<file path="config.mk">
export PLATFORM = sky130hd
export DESIGN_NAME = temp_limit_alarm_logic
export DESIGN_NICKNAME = d
export VERILOG_FILES = /design/src/hdl/temp_limit_alarm_logic.v /design/src/hdl/fault_run_filter.v
export VERILOG_INCLUDE_DIRS = /design/src /design/src/hdl
export SDC_FILE = /design/constraint.sdc
export NUM_CORES = 1
export LEC_CHECK = 0
export ABC_AREA = 0
export BUFFER_PORTS_ARGS = -buffer_cell sky130_fd_sc_hd__buf_2
export CORE_UTILIZATION = 61
export CTS_CLUSTER_DIAMETER = 40
export DETAILED_ROUTE_END_ITERATION = 8
export PLACE_DENSITY = 0.84
export SKIP_CTS_REPAIR_TIMING = 1
export SLEW_MARGIN = 40
export SYNTH_ARGS = -nofsm -noshare
export SYNTH_HDL_FRONTEND = slang
export SYNTH_SLANG_ARGS = --single-unit
</file>
<file path="constraint.sdc">
create_clock -name mclk -period 4.1 [get_ports mclk]
set_input_delay 0.615 -clock mclk [delete_from_list [all_inputs] [get_ports mclk]]
set_output_delay 0.615 -clock mclk [all_outputs]
set_load 0.02 [all_outputs]
</file>
<file path="src/hdl/temp_limit_consts.vh">
// Register offsets, field positions, reset values and timing of the limit and alarm logic
`ifndef TEMP_LIMIT_CONSTS_VH
`define TEMP_LIMIT_CONSTS_VH

// ----------------------------------------
// Read addresses
// ----------------------------------------
`define RA_TEMP 8'h00
`define RA_STATUS 8'h02
`define RA_CONFIG 8'h03
`define RA_RATE 8'h04
`define RA_HIGH 8'h05
`define RA_LOW 8'h06
`define RA_SHDN 8'h20
`define RA_HYST 8'h21
`define RA_FAULT 8'h22
`define RA_MAKER 8'hfe
`define RA_REV 8'hff

// ----------------------------------------
// Write addresses
// ----------------------------------------
`define WA_CONFIG 8'h09
`define WA_RATE 8'h0a
`define WA_HIGH 8'h0b
`define WA_LOW 8'h0c
`define WA_ONESHOT 8'h0f
`define WA_SHDN 8'h20
`define WA_HYST 8'h21
`define WA_FAULT 8'h22

// ----------------------------------------
// Reset values
// ----------------------------------------
`define RST_TEMP 8'h00
`define RST_CONFIG 8'h00
`define RST_RATE 8'h08
`define RST_HIGH 8'h55
`define RST_LOW 8'h00
`define RST_SHDN 8'h55
`define RST_HYST 8'h0a
`define RST_FAULT 8'h01

// ----------------------------------------
// Field positions
// ----------------------------------------
`define CFG_MASK_BIT 7
`define CFG_STANDBY_BIT 6
`define CFG_PINSEL_BIT 5
`define CFG_RANGE_BIT 2
`define ST_BUSY_BIT 7
`define ST_HIGH_BIT 6
`define ST_LOW_BIT 5
`define ST_SHDN_BIT 0
`define FLT_TIMEOUT_BIT 7
`define CFG_WR_MASK 8'he4
`define RATE_WR_MASK 8'h0f

// ----------------------------------------
// Timing
// ----------------------------------------
`define CLK_PERIOD_NS 20
`define CONV_TIME_NS 1000
// Idle cycles between conversions, CONV_TIME_NS / CLK_PERIOD_NS at counter width
`define CONV_CYCLES 16'h0032

`endif

</file>
<file path="src/hdl/temp_limit_alarm_logic.v">
// Limit checking, status flags, alarm latch and shutdown outputs of the temperature monitor
//
// Operation
// - High flag when reading exceeds high limit
// - Low flag when reading at or below low
// - Shutdown low above limit, release below hysteresis
// - Hysteresis defaults ten, writable, serves both outputs
// - Secondary shutdown follows high limit only
// - Secondary shutdown hysteresis and automatic release
// - Status read-only; bit seven shows busy
// - High or low condition sets alarm latch in alarm mode only
// - Status read clears only vanished flags
// - Latch clears on read or ARA if gone
// - Shutdown flag self-clears within limits
// - High and low flags sticky until read
// - One-shot write converts once in standby
// - Fault field selects one to four results
// - Mask bit silences alarm in alarm mode
// - Config bit five selects pin function
// - Standby stops conversions, outputs stay active
`timescale 1ns/1ps
`include "temp_limit_consts.vh"
module temp_limit_alarm_logic
#(
  parameter [7:0] MAKER_CODE = 8'h5a, // Arbitrary value
  parameter [7:0] REVISION_CODE = 8'h01 // Arbitrary value
)
(
  // Clock and reset
  input wire mclk,
  input wire rst_b,
  // Register access from the serial engine
  input wire regWrStb,
  input wire regRdStb,
  input wire [7:0] regAddr,
  input wire [7:0] regWrData,
  output reg [7:0] regRdData_ff,
  input wire araAnswered,
  // Converter
  input wire convDone,
  input wire [7:0] convResult,
  output reg convStart_ff,
  output reg convBusy_ff,
  // Pins, active low
  output reg overtempShutdownOut_b_ff,
  output reg multiPinOut_b_ff,
  // Settings for surrounding logic
  output reg [3:0] rateCode_ff,
  output reg rangeExt_ff,
  output reg busTimeoutEn_ff
);

  // ----------------------------------------
  // Registers
  // ----------------------------------------
  reg [7:0] tempReading_ff;
  reg [7:0] config_ff;
  reg [7:0] highLimit_ff;
  reg [7:0] lowLimit_ff;
  reg [7:0] shdnLimit_ff;
  reg [7:0] hyst_ff;
  reg [7:0] faultCfg_ff;
  reg [7:0] convRate_ff;
  reg highFlag_ff;
  reg lowFlag_ff;
  reg shdnFlag_ff;
  reg secShdn_ff;
  reg alarmLatch_ff;
  reg evalStb_ff;
  reg oneShotRun_ff;
  reg limitWr_ff;
  reg [15:0] convCnt_ff;
  reg [15:0] nxt_convCnt;
  reg [7:0] nxt_rdData;
  wire runMet;

  wire standby = config_ff[`CFG_STANDBY_BIT];
  wire pinIsSecond = config_ff[`CFG_PINSEL_BIT];
  wire alarmMasked = config_ff[`CFG_MASK_BIT];
  wire statusRead = regRdStb && (regAddr == `RA_STATUS);
  wire limitWrite = regWrStb && ((regAddr == `WA_HIGH) || (regAddr == `WA_LOW) ||
    (regAddr == `WA_SHDN) || (regAddr == `WA_HYST) || (regAddr == `WA_CONFIG));
  wire oneShotWr = regWrStb && (regAddr == `WA_ONESHOT);

  // ----------------------------------------
  // Live comparisons on the stored reading
  // ----------------------------------------
  wire overHigh = tempReading_ff > highLimit_ff;
  wire atOrBelowLow = tempReading_ff <= lowLimit_ff;
  wire overShdn = tempReading_ff > shdnLimit_ff;
  // Saturating subtraction avoids wrap when hysteresis exceeds limit
  wire [7:0] shdnRel = (shdnLimit_ff > hyst_ff) ? shdnLimit_ff - hyst_ff : 8'h00;
  wire [7:0] highRel = (highLimit_ff > hyst_ff) ? highLimit_ff - hyst_ff : 8'h00;
  wire belowShdnRel = tempReading_ff <= shdnRel;
  wire belowHighRel = tempReading_ff <= highRel;
  wire alarmCause = overHigh || atOrBelowLow;

  // Alarm waits for an unbroken run of out-of-limit results
  fault_run_filter runFilter
  (
    .mclk(mclk),
    .rst_b(rst_b),
    .evalStb(evalStb_ff),
    .outOfLimit(alarmCause),
    .faultCode(faultCfg_ff[3:1]),
    .runMet_ff(runMet)
  );

  // ----------------------------------------
  // Conversion sequencing
  // ----------------------------------------
  always @*
  begin
    nxt_convCnt = convCnt_ff;
    if (convBusy_ff)
    begin
      if (convDone)
        nxt_convCnt = 16'h0000;
    end
    else if (convCnt_ff != 16'h0000)
      nxt_convCnt = convCnt_ff - 16'h0001;
  end

  always @(posedge mclk)
  begin
    if (!rst_b)
    begin
      convBusy_ff <= 1'b0;
      convStart_ff <= 1'b0;
      convCnt_ff <= 16'h0000;
      tempReading_ff <= `RST_TEMP;
      evalStb_ff <= 1'b0;
      oneShotRun_ff <= 1'b0;
    end
    else
    begin
      convStart_ff <= 1'b0;
      evalStb_ff <= 1'b0;
      convCnt_ff <= nxt_convCnt;
      if (convBusy_ff)
      begin
        if (convDone)
        begin
          convBusy_ff <= 1'b0;
          oneShotRun_ff <= 1'b0;
          tempReading_ff <= convResult;
          evalStb_ff <= 1'b1;
          convCnt_ff <= `CONV_CYCLES;
        end
        // Standby drops a free-running conversion unwritten; a one-shot finishes
        else if (standby && !oneShotRun_ff)
        begin
          convBusy_ff <= 1'b0;
          convCnt_ff <= 16'h0000;
        end
      end
      else if ((!standby && convCnt_ff == 16'h0000) || oneShotWr)
      begin
        convBusy_ff <= 1'b1;
        convStart_ff <= 1'b1;
        oneShotRun_ff <= oneShotWr;
      end
      else if (limitWrite)
        evalStb_ff <= 1'b0;
    end
  end

  // ----------------------------------------
  // Register writes
  // ----------------------------------------
  always @(posedge mclk)
  begin
    if (!rst_b)
    begin
      config_ff <= `RST_CONFIG;
      convRate_ff <= `RST_RATE;
      highLimit_ff <= `RST_HIGH;
      lowLimit_ff <= `RST_LOW;
      shdnLimit_ff <= `RST_SHDN;
      hyst_ff <= `RST_HYST;
      faultCfg_ff <= `RST_FAULT;
    end
    else if (regWrStb)
    begin
      // One-shot data is dropped: no case stores it
      // Reserved configuration bits and upper rate nibble read back as zero
      case (regAddr)
        `WA_CONFIG: config_ff <= regWrData & `CFG_WR_MASK;
        `WA_RATE: convRate_ff <= regWrData & `RATE_WR_MASK;
        `WA_HIGH: highLimit_ff <= regWrData;
        `WA_LOW: lowLimit_ff <= regWrData;
        `WA_SHDN: shdnLimit_ff <= regWrData;
        `WA_HYST: hyst_ff <= regWrData;
        `WA_FAULT: faultCfg_ff <= regWrData;
        default: config_ff <= config_ff;
      endcase
    end
  end

  // ----------------------------------------
  // Flags, alarm latch and outputs
  // ----------------------------------------
  always @(posedge mclk)
  begin
    if (!rst_b)
    begin
      highFlag_ff <= 1'b0;
      lowFlag_ff <= 1'b0;
      shdnFlag_ff <= 1'b0;
      secShdn_ff <= 1'b0;
      alarmLatch_ff <= 1'b0;
      overtempShutdownOut_b_ff <= 1'b1;
      multiPinOut_b_ff <= 1'b1;
    end
    else
    begin
      // Set wins over a coincident status-read clear
      if (evalStb_ff && overHigh)
        highFlag_ff <= 1'b1;
      else if (statusRead && !overHigh)
        highFlag_ff <= 1'b0;
      if (evalStb_ff && atOrBelowLow)
        lowFlag_ff <= 1'b1;
      else if (statusRead && !atOrBelowLow)
        lowFlag_ff <= 1'b0;
      // Shutdown paths re-evaluate on conversions and, one edge late, limit writes
      if (evalStb_ff || limitWr_ff)
      begin
        if (overShdn)
          shdnFlag_ff <= 1'b1;
        else if (belowShdnRel)
          shdnFlag_ff <= 1'b0;
        if (overHigh)
          secShdn_ff <= 1'b1;
        else if (belowHighRel)
          secShdn_ff <= 1'b0;
      end
      if (runMet && !pinIsSecond)
        alarmLatch_ff <= 1'b1;
      else if ((statusRead || araAnswered) && !alarmCause)
        alarmLatch_ff <= 1'b0;
      overtempShutdownOut_b_ff <= !shdnFlag_ff;
      if (pinIsSecond)
        multiPinOut_b_ff <= !secShdn_ff;
      else
        multiPinOut_b_ff <= !(alarmLatch_ff && !alarmMasked);
    end
  end

  // ----------------------------------------
  // Limit-write re-evaluation delay
  // ----------------------------------------
  // New limits land at the write edge; comparing then would still see the old ones
  always @(posedge mclk)
  begin
    if (!rst_b)
      limitWr_ff <= 1'b0;
    else
      limitWr_ff <= limitWrite;
  end

  // ----------------------------------------
  // Read mux
  // ----------------------------------------
  always @*
  begin
    case (regAddr)
      `RA_TEMP: nxt_rdData = tempReading_ff;
      `RA_STATUS: nxt_rdData = {convBusy_ff, highFlag_ff, lowFlag_ff, 4'h0, shdnFlag_ff};
      `RA_CONFIG: nxt_rdData = config_ff;
      `RA_RATE: nxt_rdData = convRate_ff;
      `RA_HIGH: nxt_rdData = highLimit_ff;
      `RA_LOW: nxt_rdData = lowLimit_ff;
      `RA_SHDN: nxt_rdData = shdnLimit_ff;
      `RA_HYST: nxt_rdData = hyst_ff;
      `RA_FAULT: nxt_rdData = faultCfg_ff;
      `RA_MAKER: nxt_rdData = MAKER_CODE;
      `RA_REV: nxt_rdData = REVISION_CODE;
      default: nxt_rdData = 8'h00;
    endcase
  end

  always @(posedge mclk)
  begin
    if (!rst_b)
    begin
      regRdData_ff <= 8'h00;
      rateCode_ff <= 4'h8;
      rangeExt_ff <= 1'b0;
      busTimeoutEn_ff <= 1'b0;
    end
    else
    begin
      if (regRdStb)
        regRdData_ff <= nxt_rdData;
      rateCode_ff <= convRate_ff[3:0];
      rangeExt_ff <= config_ff[`CFG_RANGE_BIT];
      busTimeoutEn_ff <= faultCfg_ff[`FLT_TIMEOUT_BIT];
    end
  end

endmodule // temp_limit_alarm_logic

</file>
<file path="src/hdl/fault_run_filter.v">
// Consecutive out-of-limit run counter gating the alarm latch
`timescale 1ns/1ps
module fault_run_filter
(
  // Clock and reset
  input wire mclk,
  input wire rst_b,
  // Evaluation strobe and result
  input wire evalStb,
  input wire outOfLimit,
  input wire [2:0] faultCode,
  // Run long enough
  output reg runMet_ff
);

  reg [2:0] runCnt_ff;
  reg [2:0] nxt_runCnt;
  reg [2:0] needed;

  // Thermometer codes; other codes fall back to one
  always @*
  begin
    case (faultCode)
      3'b001: needed = 3'd2;
      3'b011: needed = 3'd3;
      3'b111: needed = 3'd4;
      default: needed = 3'd1;
    endcase
  end

  always @*
  begin
    nxt_runCnt = runCnt_ff;
    if (evalStb)
    begin
      if (!outOfLimit)
        nxt_runCnt = 3'd0;
      else if (runCnt_ff < 3'd4)
        nxt_runCnt = runCnt_ff + 3'd1;
    end
  end

  always @(posedge mclk)
  begin
    if (!rst_b)
    begin
      runCnt_ff <= 3'd0;
      runMet_ff <= 1'b0;
    end
    else
    begin
      runCnt_ff <= nxt_runCnt;
      runMet_ff <= evalStb && outOfLimit && (nxt_runCnt >= needed);
    end
  end

endmodule // fault_run_filter

</file>
==> summary.txt, run 1 <==
Status
  – Outcome: completed

Finish
  – Antenna Diode Count: 0
  – Cell area after layout: 0.00676 mm2
  – Reg area: 0.00204 mm2
  – Fin util: 68.8%
  – Fillers: 815
  – Cell Count, Final, Fillers Out: 924
  – Syn-to-layout area delta: 8.61%
  – Layout cells sized above 1: 11.6%
  – NumNets Final: 880
  – Area of the multi-input gates: 0.00390 mm2

Critical path
  – Worst r2r src: shdnLimit_ff[0]
  – Startpoint Class: flip-flop
  – Max incr delay on CP: 0.42 ns
  – WP data required: 4.37 ns
  – Crit path max-delay family: compound AO/OA/AOI/OAI gates
  – Critical path class: reg2reg
  – Slowest-stage cell, CP: fa_1
  – CP Buf/Inv Count: 1
  – Max FO, Critical Path: 8
  – Cells along the critical path: inv_1, ha_1, fa_1, nor2b_1, o21ai_0, a21boi_0, o31ai_1, a21oi_2, nand2b_1, ha_1, nor2b_1, o21a_1, o21ai_0, a21oi_1, a2111oi_0, o32ai_1
  – CP startpoint: shdnLimit_ff[0]
  – Worst Setup End Kind: flip-flop
  – Worst Path Arrival: 3.98 ns

Die
  – Core area: 0.00982 mm2
  – Initial core utilization: 63.4%
  – Die Wd: 103 um
  – I/O pins: 48
  – Die H: 103 um
  – Site row count: 36
  – Die Footprint: 0.0106 mm2

Placed design
  – Dpl cell area: 0.00654 mm2
  – DP HPWL: 13000 um
  – Gp weighted congestion: 1.04
  – Pre-CTS setup slack: 0.372 ns
  – Port Buffers: 47
  – Post-Place Cells: 908

Clock network
  – CTS Buf Count: 9
  – CTS tree: built
  – CTS max path bufs: 2
  – # H-tree levels: 3
  – Worst-path clk slew: 0.10 ns
  – CTS Sinks: 102
  – Root Buffer: clkbuf_8
  – Worst skew pair latency: 0.38 ns

GRT
  – First-pass GRT wire length: 28100 um
  – Largest net degree at the start of global routing: 53
  – Initial antenna violation count: 0
  – Vias in the first global route: 5579
  – GRT Overall Usage: 35.3%
  – Total global routing overflow: 0

Timing
  – Max Clock Skew: 0.00930 ns
  – Max Slew Vio Count: 0
  – WHS: 0.465 ns
  – Worst slew pin tran: 0.772 ns
  – Period utilisation layout: 90.7%
  – Final hold vios: 0
  – Final setup violating endpoints: 0
  – RSZ-0062 raised after global routing: false
  – Worst Setup Slack, final: 0.382 ns
  – Slew HR: 48.3%
  – Crit path time final: 3.72 ns
  – Fin Setup TNS: 0 ns
  – Fmax: 269 MHz

Synthesis
  – Synth Register Bits: 102
  – Post-Syn Instances: 750
  – Number of synthesized flops with an enable pin: 0
  – Synth Area per Inst: 8.29 um2
  – Library cells used by synthesis: 70
  – Synth Flop Type: dfxtp_1
  – Register area share after synthesis: 32.8%
  – Syn_nets: 844
  – Mapped cell area: 0.00622 mm2
  – Async set or reset register ratio after synthesis: 0%
  – Yosys warnings: 0

Hold path
  – Hold WC Path Type: reg2reg
  – Min-delay src: hyst_ff[5]

Route
  – DRC: 0
  – DR vias: 5890
  – Routed vias/inst: 6.37
  – Post-DRT Antenna Nets: 0
  – 1st-pass router iterations: 6
  – DRT iter0 DRCs: 607
  – Final WL: 17900 um
  – Post-DR wirelength/cell: 19.4 um

Job
  – Max Cap Viol: 0

Power and ir drop
  – LEAKAGE: 2.97 nW
  – Power density cells: 397 mW/mm2
  – Total power: 2.68 mW
  – Max VDD drop: 0.285 mV
==> state kept, by name (all words and copies together) (netlist names), 8 cells and up <==
name            cells
faultCfg_ff         8
tempReading_ff      8
convCnt_ff         16
shdnLimit_ff        8
regRdData_ff        8
highLimit_ff        8
lowLimit_ff         8
hyst_ff             8
==> cells by family after synthesis <==
logic type | share of synthesized area, %
compound gates | 17.3
xor+xnor | 2.67
fa+ha+maj | 13.1
buf+inv | 4.53
flops | 32.8
mux | 6.44
simple gates | 23.1
==> synthesized netlist by cell type (5+ instances only) <==
master | count | area, um2
dfxtp_1 | 102 | 2040
nand2_1 | 93 | 349
nor2_1 | 65 | 244
ha_1 | 62 | 776
a21oi_1 | 57 | 285
inv_1 | 43 | 161
mux2i_1 | 40 | 400
o21ai_0 | 33 | 165
nand3_1 | 24 | 120
clkbuf_1 | 19 | 71.3
nand4_1 | 17 | 106
xnor2_1 | 17 | 149
nor2b_1 | 16 | 100
nand2b_1 | 12 | 75.1
nor4_1 | 9 | 56.3
nor3_1 | 8 | 40.0
a21o_1 | 7 | 52.6
o211ai_1 | 7 | 52.6
and2_1 | 6 | 37.5
o22ai_1 | 6 | 37.5
or3_1 | 6 | 37.5
a221oi_1 | 5 | 43.8
o21a_1 | 5 | 37.5
o21ai_1 | 5 | 25.0
==> cell type report <==
cell class	instances	share of cell area, %
clock buffers	10	1.89
clock inverters	6	1.28
inverters	44	2.44
multi-input cells	578	57.8
flip-flops and latches	102	30.2
well taps	133	2.46
repair buffers	51	3.93
==> metal layers <==
metal	global-route usage, %	wire length (um)
met5	0	0
met4	19.8	969
met3	8.75	1780
met2	56.3	8140
met1	43.5	7050
==> report_power, final <==
group	switching [mW]	total [mW]	internal [mW]
combinational	0.467	0.811	0.344
clock	0.347	0.690	0.343
sequential	0.111	1.18	1.07
total	0.925	2.68	1.76
==> cell usage in the layout, fill, tap and decap left out, drive strengths merged, types with 17 or more instances in the layout <==
cell type	synthesis	final
dfxtp	102	102
nand3	26	26
buf	7	51
nand4	17	17
nor2	68	68
inv	44	44
a21oi	57	57
xnor2	17	17
o21ai	39	39
mux2i	40	40
nand2	93	93
ha	62	62
==> tightest hold or removal path, cell delays in order (launching register included) <==
cell     delay [ns]
dfxtp_1        0.32
nand2_1        0.05
a21oi_1        0.05
==> path summary, 6_finish.rpt <==
check | cells after the start | to | slack, ns
max | 16 | shdnFlag_ff | 0.38
min reg2reg | 2 | hyst_ff[5] | 0.46
max reg2reg | 16 | shdnFlag_ff | 0.38
min | 2 | hyst_ff[5] | 0.46
No activity file was read; power rests on OpenSTA's default activity.
==> run 2: changes to the inputs <==
--- a/config.mk
+++ b/config.mk
@@ -9,6 +9,7 @@
 export ABC_AREA = 0
 export BUFFER_PORTS_ARGS = -buffer_cell sky130_fd_sc_hd__buf_2
 export CORE_UTILIZATION = 61
+export CTS_BUF_LIST = sky130_fd_sc_hd__clkbuf_16
 export CTS_CLUSTER_DIAMETER = 40
 export DETAILED_ROUTE_END_ITERATION = 8
 export PLACE_DENSITY = 0.84
==> summary.txt, run 2 (same netlist as run 1, synthesis figures left out) <==
Die
  – Die Wd: 103 um (unchanged)
  – Die H: 103 um (unchanged)
  – Site row count: 36 (unchanged)
  – Die Footprint: 0.0106 mm2 (unchanged)
  – Core area: 0.00982 mm2 (unchanged)
  – I/O pins: 48 (unchanged)
  – Initial core utilization: 63.4% (unchanged)

Finish
  – NumNets Final: 880 (unchanged)
  – Max reg flops: 16 (unchanged)
  – Fin util: 69.8% (+1.0 points)
  – Commonest non-fill, non-tap cell in the layout: dfxtp_1
  – Cell Count, Final, Fillers Out: 924 (unchanged)
  – Layout cells sized above 1: 11.5% (-0.13 points)
  – Fillers: 798 (-2.1%)
  – Commonest cells after routing, fill and taps aside: dfxtp_1, nand2_1, nor2_1
  – Antenna Diode Count: 0 (unchanged)
  – Syn-to-layout area delta: 10.2%
  – Cell area after layout: 0.00686 mm2 (+1.5%)
  – Top reg by flops: convCnt_ff

Status
  – Outcome: completed

Critical path
  – Worst reg-to-reg setup slack: 0.40 ns (+0.02 ns)
  – Critical path class: reg2reg
  – R2R Path End: shdnFlag_ff
  – Startpoint Class: flip-flop
  – Worst Path Arrival: 3.93 ns (-0.05 ns)
  – Worst Setup End Kind: flip-flop
  – WP data required: 4.33 ns (-0.04 ns)
  – Worst r2r src: shdnLimit_ff[0]
  – Cells on worst reg2reg path: 16 (unchanged)
  – Max FO, Critical Path: 8 (unchanged)

Placed design
  – Port Buffers: 47 (unchanged)
  – Gp weighted congestion: 1.04 (unchanged)
  – Post-Place Cells: 908 (unchanged)
  – DP HPWL: 13000 um (unchanged)
  – Dpl cell area: 0.00654 mm2 (unchanged)

Hold path
  – Hold Path Depth: 1 (-1)
  – Min-delay src: regRdData_ff[0]
  – Hold WC Path Type: reg2reg
  – WHS Endpoint: regRdData_ff[0]

Power and ir drop
  – Max VDD drop: 0.344 mV (+21%)
  – LEAKAGE: 3.02 nW (+1.7%)
  – Power density cells: 425 mW/mm2 (+6.9%)

GRT
  – Initial antenna violation count: 0 (unchanged)
  – Global-route layer with the greatest usage: met2
  – First-pass GRT wire length: 28400 um (+0.98%)
  – Met2 usage: 57.9% (+1.7 points)
  – Grt met3 use: 10.6% (+1.8 points)
  – Total global routing overflow: 0 (unchanged)
  – GRT Overall Usage: 35.7% (+0.40 points)
  – Largest net degree at the start of global routing: 53 (unchanged)
  – Met1 GRT Util: 42.5% (-1.0 points)
  – Vias in the first global route: 5661 (+1.5%)

Route
  – DRT iter0 DRCs: 517 (-15%)
  – 1st-pass router iterations: 7 (+1)
  – Post-DR wirelength/cell: 19.6 um (+0.78%)
  – Post-DRT Antenna Nets: 0 (unchanged)
  – Final WL: 18100 um (+0.78%)
  – DRC: 0 (unchanged)
  – DR vias: 5935 (+0.76%)
  – Routed vias/inst: 6.42 (+0.76%)

Timing
  – Max Slew Vio Count: 0 (unchanged)
  – Final setup violating endpoints: 0 (unchanged)
  – Fin Setup TNS: 0 ns (unchanged)
  – Crit path time final: 3.70 ns (-0.0174 ns)
  – Slew HR: 43.8% (-4.5 points)
  – Final hold vios: 0 (unchanged)
  – WHS: 0.456 ns (-0.00904 ns)
  – Worst slew pin tran: 0.840 ns (+0.0675 ns)
  – Max Clock Skew: 0.00452 ns (-0.00478 ns)
  – Fmax: 270 MHz (+0.47%)
  – Period utilisation layout: 90.3% (-0.43 points)
  – RSZ-0062 raised after global routing: false

Clock network
  – # H-tree levels: 3 (unchanged)
  – CTS max path bufs: 2 (unchanged)
  – Root Buffer: clkbuf_16
  – CTS Sinks: 102 (unchanged)
  – Worst skew pair latency: 0.35 ns (-0.03 ns)
  – CTS Buf Count: 9 (unchanged)
  – CTS tree: built
  – Worst-path clk slew: 0.07 ns (-0.03 ns)

Job
  – Max Cap Viol: 0 (unchanged)
-- run 2: cell count changes in the layout (fill, tap and decap cells not counted) --
cell / previous run / this run
clkbuf_16: 0 / 9
clkbuf_8: 9 / 0
clkbuf_1: 1 / 0
inv_1: 43 / 44
nor2_1: 64 / 65
nor2_2: 4 / 3
-- run 2: area by class of cell --
type | count | area [um2] | area share, %
Multi-Input combinational cell | 578 | 3900 | 56.9
Sequential cell | 102 | 2040 | 29.8
Clock buffer | 9 | 225 | 3.29
Timing Repair Buffer | 51 | 265 | 3.87
Inverter | 44 | 165 | 2.41
Tap cell | 133 | 166 | 2.43
Clock inverter | 7 | 90.1 | 1.31
-- run 2: report_power, final --
group | switching, mW | leakage (nW) | internal (mW)
Combinational | 0.476 | 2.03 | 0.344
Sequential | 0.113 | 0.825 | 1.07
Clock | 0.373 | 0.157 | 0.531
-- run 2: layer usage --
layer  wire length, um  share of wire [%]
met5                 0                  0
met2              8250                 46
met4              1020                5.6
met1              7150                 40
met3              1660                9.2
-- run 2: worst max path at each step --
stage	from	endpoint	slack (ns)
6_report	shdnLimit_ff[0]	shdnFlag_ff	0.40
5_1_grt	shdnLimit_ff[0]	shdnFlag_ff	0.12
4_1_cts	shdnLimit_ff[0]	shdnFlag_ff	0.34
3_5_place_dp	shdnLimit_ff[0]	shdnFlag_ff	0.37
3_3_place_gp	shdnLimit_ff[0]	shdnFlag_ff	0.54
2_1_floorplan	shdnLimit_ff[0]	shdnFlag_ff	0.78
-- run 2: metrics by stage --
step	total power, mW	setup WS [ns]
2_1_floorplan	1.82	0.780
3_3_place_gp	1.95	0.543
3_5_place_dp	2.00	0.372
4_1_cts	2.90	0.337
5_1_grt	3.05	0.122
6_report	2.91	0.400
-- run 2: critical path: stages (launching register included) --
cell and delay (ns):
dfxtp_1 0.37, inv_1 0.08, ha_1 0.23, fa_1 0.42, nor2b_1 0.14, o21ai_0 0.11, a21boi_0 0.32, o31ai_1 0.16
a21oi_2 0.32, nand2b_1 0.11, ha_1 0.30, nor2b_1 0.13, o21a_1 0.15, o21ai_0 0.14, a21oi_1 0.09, a2111oi_0 0.37
o32ai_1 0.14
==> run 3: changes to the inputs <==
--- a/config.mk
+++ b/config.mk
@@ -8,6 +8,7 @@
 export LEC_CHECK = 0
 export ABC_AREA = 0
 export BUFFER_PORTS_ARGS = -buffer_cell sky130_fd_sc_hd__buf_2
+export CORE_MARGIN = 3
 export CORE_UTILIZATION = 61
 export CTS_BUF_LIST = sky130_fd_sc_hd__clkbuf_16
 export CTS_CLUSTER_DIAMETER = 40
==> summary.txt, run 3 (same netlist as run 1, synthesis figures left out) <==
Placed design
  – Gp weighted congestion: 1.00 (-3.5%)
  – Port Buffers: 47 (unchanged)
  – DP HPWL: 13100 um (+1.2%)
  – Post-Place Cells: 910 (+0.22%)

Critical path
  – R2R Path End: shdnFlag_ff
  – Critical path class: reg2reg
  – Worst reg-to-reg setup slack: 0.53 ns (+0.13 ns)
  – Startpoint Class: flip-flop
  – Cells along the critical path: inv_1, ha_1, fa_1, nor2b_1, o21ai_0, a21boi_0, o31ai_1, a21oi_1, buf_4, nand2b_1, ha_1, nor2b_1, o21a_1, o21ai_0, a21oi_1, a2111oi_0, o32ai_1
  – CP endpoint: shdnFlag_ff
  – Max incr delay on CP: 0.41 ns (about the same)
  – CP startpoint: shdnLimit_ff[0]
  – Worst Setup End Kind: flip-flop
  – Worst r2r src: shdnLimit_ff[0]
  – WP data required: 4.32 ns (about the same)
  – Worst Path Arrival: 3.79 ns (-0.14 ns)
  – Slowest-stage cell, CP: fa_1
  – Max FO, Critical Path: 8 (unchanged)
  – Cells on worst reg2reg path: 17 (+1)

Status
  – Outcome: completed

Timing
  – Slew HR: 41.7% (-2.1 points)
  – Worst slew pin tran: 0.871 ns (+0.0312 ns)
  – Max Slew Vio Count: 0 (unchanged)
  – Crit path time final: 3.57 ns (-0.132 ns)
  – Max Clock Skew: 0.0143 ns (+0.00977 ns)
  – RSZ-0062 raised after global routing: false
  – WHS: 0.455 ns (-0.000936 ns)
  – Final setup violating endpoints: 0 (unchanged)
  – Final hold vios: 0 (unchanged)
  – Fin Setup TNS: 0 ns (unchanged)
  – Fmax: 280 MHz (+3.7%)
  – Period utilisation layout: 87.0% (-3.2 points)

Route
  – Routed wl met3: 1510 um (-9.1%)
  – Post-DRT Antenna Nets: 0 (unchanged)
  – DRC: 0 (unchanged)
  – M1 WL: 7370 um (+3.0%)
  – DRT iter0 DRCs: 704 (+36%)
  – 1st-pass router iterations: 5 (-2)
  – Post-DR wirelength/cell: 19.2 um (-1.8%)
  – DR vias: 5787 (-2.5%)
  – Final WL: 17800 um (-1.6%)
  – DR top layer: met4
  – WL met2: 8250 um (about the same)
  – Routed vias/inst: 6.25 (-2.7%)

Finish
  – Max reg flops: 16 (unchanged)
  – Cell Count, Final, Fillers Out: 926 (+0.22%)
  – Antenna Diode Count: 0 (unchanged)
  – Fillers: 755 (-5.4%)
  – Syn-to-layout area delta: 10.1% (about the same)
  – Commonest cells after routing, fill and taps aside: dfxtp_1, nand2_1, nor2_1
  – Commonest non-fill, non-tap cell in the layout: dfxtp_1
  – Layout cells sized above 1: 11.6% (+0.097 points)
  – Top reg by flops: convCnt_ff
  – NumNets Final: 882 (+0.23%)

Die
  – Die Wd: 107 um (+3.9%)
  – Initial core utilization: 63.1% (-0.29 points)
  – Die H: 107 um (+3.9%)
  – I/O pins: 48 (unchanged)
  – Site row count: 36 (unchanged)
  – Core area: 0.00986 mm2 (+0.46%)
  – Die Footprint: 0.0114 mm2 (+7.9%)

Job
  – Max Cap Viol: 0 (unchanged)

Clock network
  – CTS Buf Count: 9 (unchanged)
  – # H-tree levels: 3 (unchanged)
  – Root Buffer: clkbuf_16
  – CTS tree: built
  – Worst-path clk slew: 0.08 ns (about the same)
  – CTS max path bufs: 2 (unchanged)
  – CTS Sinks: 102 (unchanged)
  – Worst skew pair latency: 0.35 ns (about the same)

Power and ir drop
  – LEAKAGE: 3.01 nW (about the same)
  – Power density cells: 420 mW/mm2 (-1.2%)
  – Max VDD drop: 0.357 mV (+3.6%)

GRT
  – Vias in the first global route: 5572 (-1.6%)
  – GRT Overall Usage: 31.6% (-4.1 points)
  – Initial antenna violation count: 0 (unchanged)
  – Total global routing overflow: 0 (unchanged)
  – Largest net degree at the start of global routing: 53 (unchanged)
  – First-pass GRT wire length: 28300 um (-0.19%)

Hold path
  – Hold WC Path Type: reg2reg
  – Min-delay src: runFilter.runMet_ff
==> run 3: cell count changes in the layout (fill, tap and decap cells not counted), sizes merged <==
cell / previous run / this run
buf: 51 / 53
clkinv: 3 / 1
inv: 45 / 47
bufinv: 2 / 1
clkinvlp: 1 / 2
==> run 3: worst min path at each step <==
stage	to	slack, ns	cells after the start
floorplan	overtempShutdownOut_b_ff	0.38	1
global route	alarmLatch_ff	0.47	2
finish	alarmLatch_ff	0.45	2
global placement	regRdData_ff[0]	0.43	1
CTS	alarmLatch_ff	0.46	2
detailed placement	regRdData_ff[3]	0.44	2
==> run 3: per-stage QoR <==
stage	instance area (um2)	setup slack [ns]	power [mW]	utilization, %
global placement	6550	0.688	1.96	66.4
finish	6850	0.532	2.88	69.4
global route	6850	0.274	3.01	69.4
CTS	6850	0.570	2.86	69.4
floorplan	6220	0.780	1.82	-
detailed placement	6550	0.589	2.00	66.4
==> run 3: metal layers <==
metal  up-vias  track usage, %
met3        62            6.50
met1      2700            40.2
li1       2776               -
met5         -               0
met4         0            12.7
met2       249            52.4
==> run 3: layout make-up <==
type	instances	area (um2)	area share, %
Tap cell	133	166	2.43
Clock buffer	9	225	3.29
Clock inverter	7	73.8	1.08
Sequential cell	102	2040	29.8
Inverter	44	165	2.41
Multi-Input combinational cell	578	3900	56.9
Timing Repair Buffer	53	280	4.09
==> run 3: report_power, final <==
group | leakage [nW] | switching [mW] | internal, mW | total, mW
clock network | 0.145 | 0.395 | 0.477 | 0.872
registers | 0.825 | 0.109 | 1.07 | 1.18
logic | 2.04 | 0.477 | 0.343 | 0.820
==> run 3: worst max-delay path, delay by kind of cell (launching register included) <==
kind,cells,cell delay (ns)
compound gates,9,1.59
fa+ha+maj,3,0.92
buf+inv,2,0.24
flops,1,0.36
simple gates,3,0.31
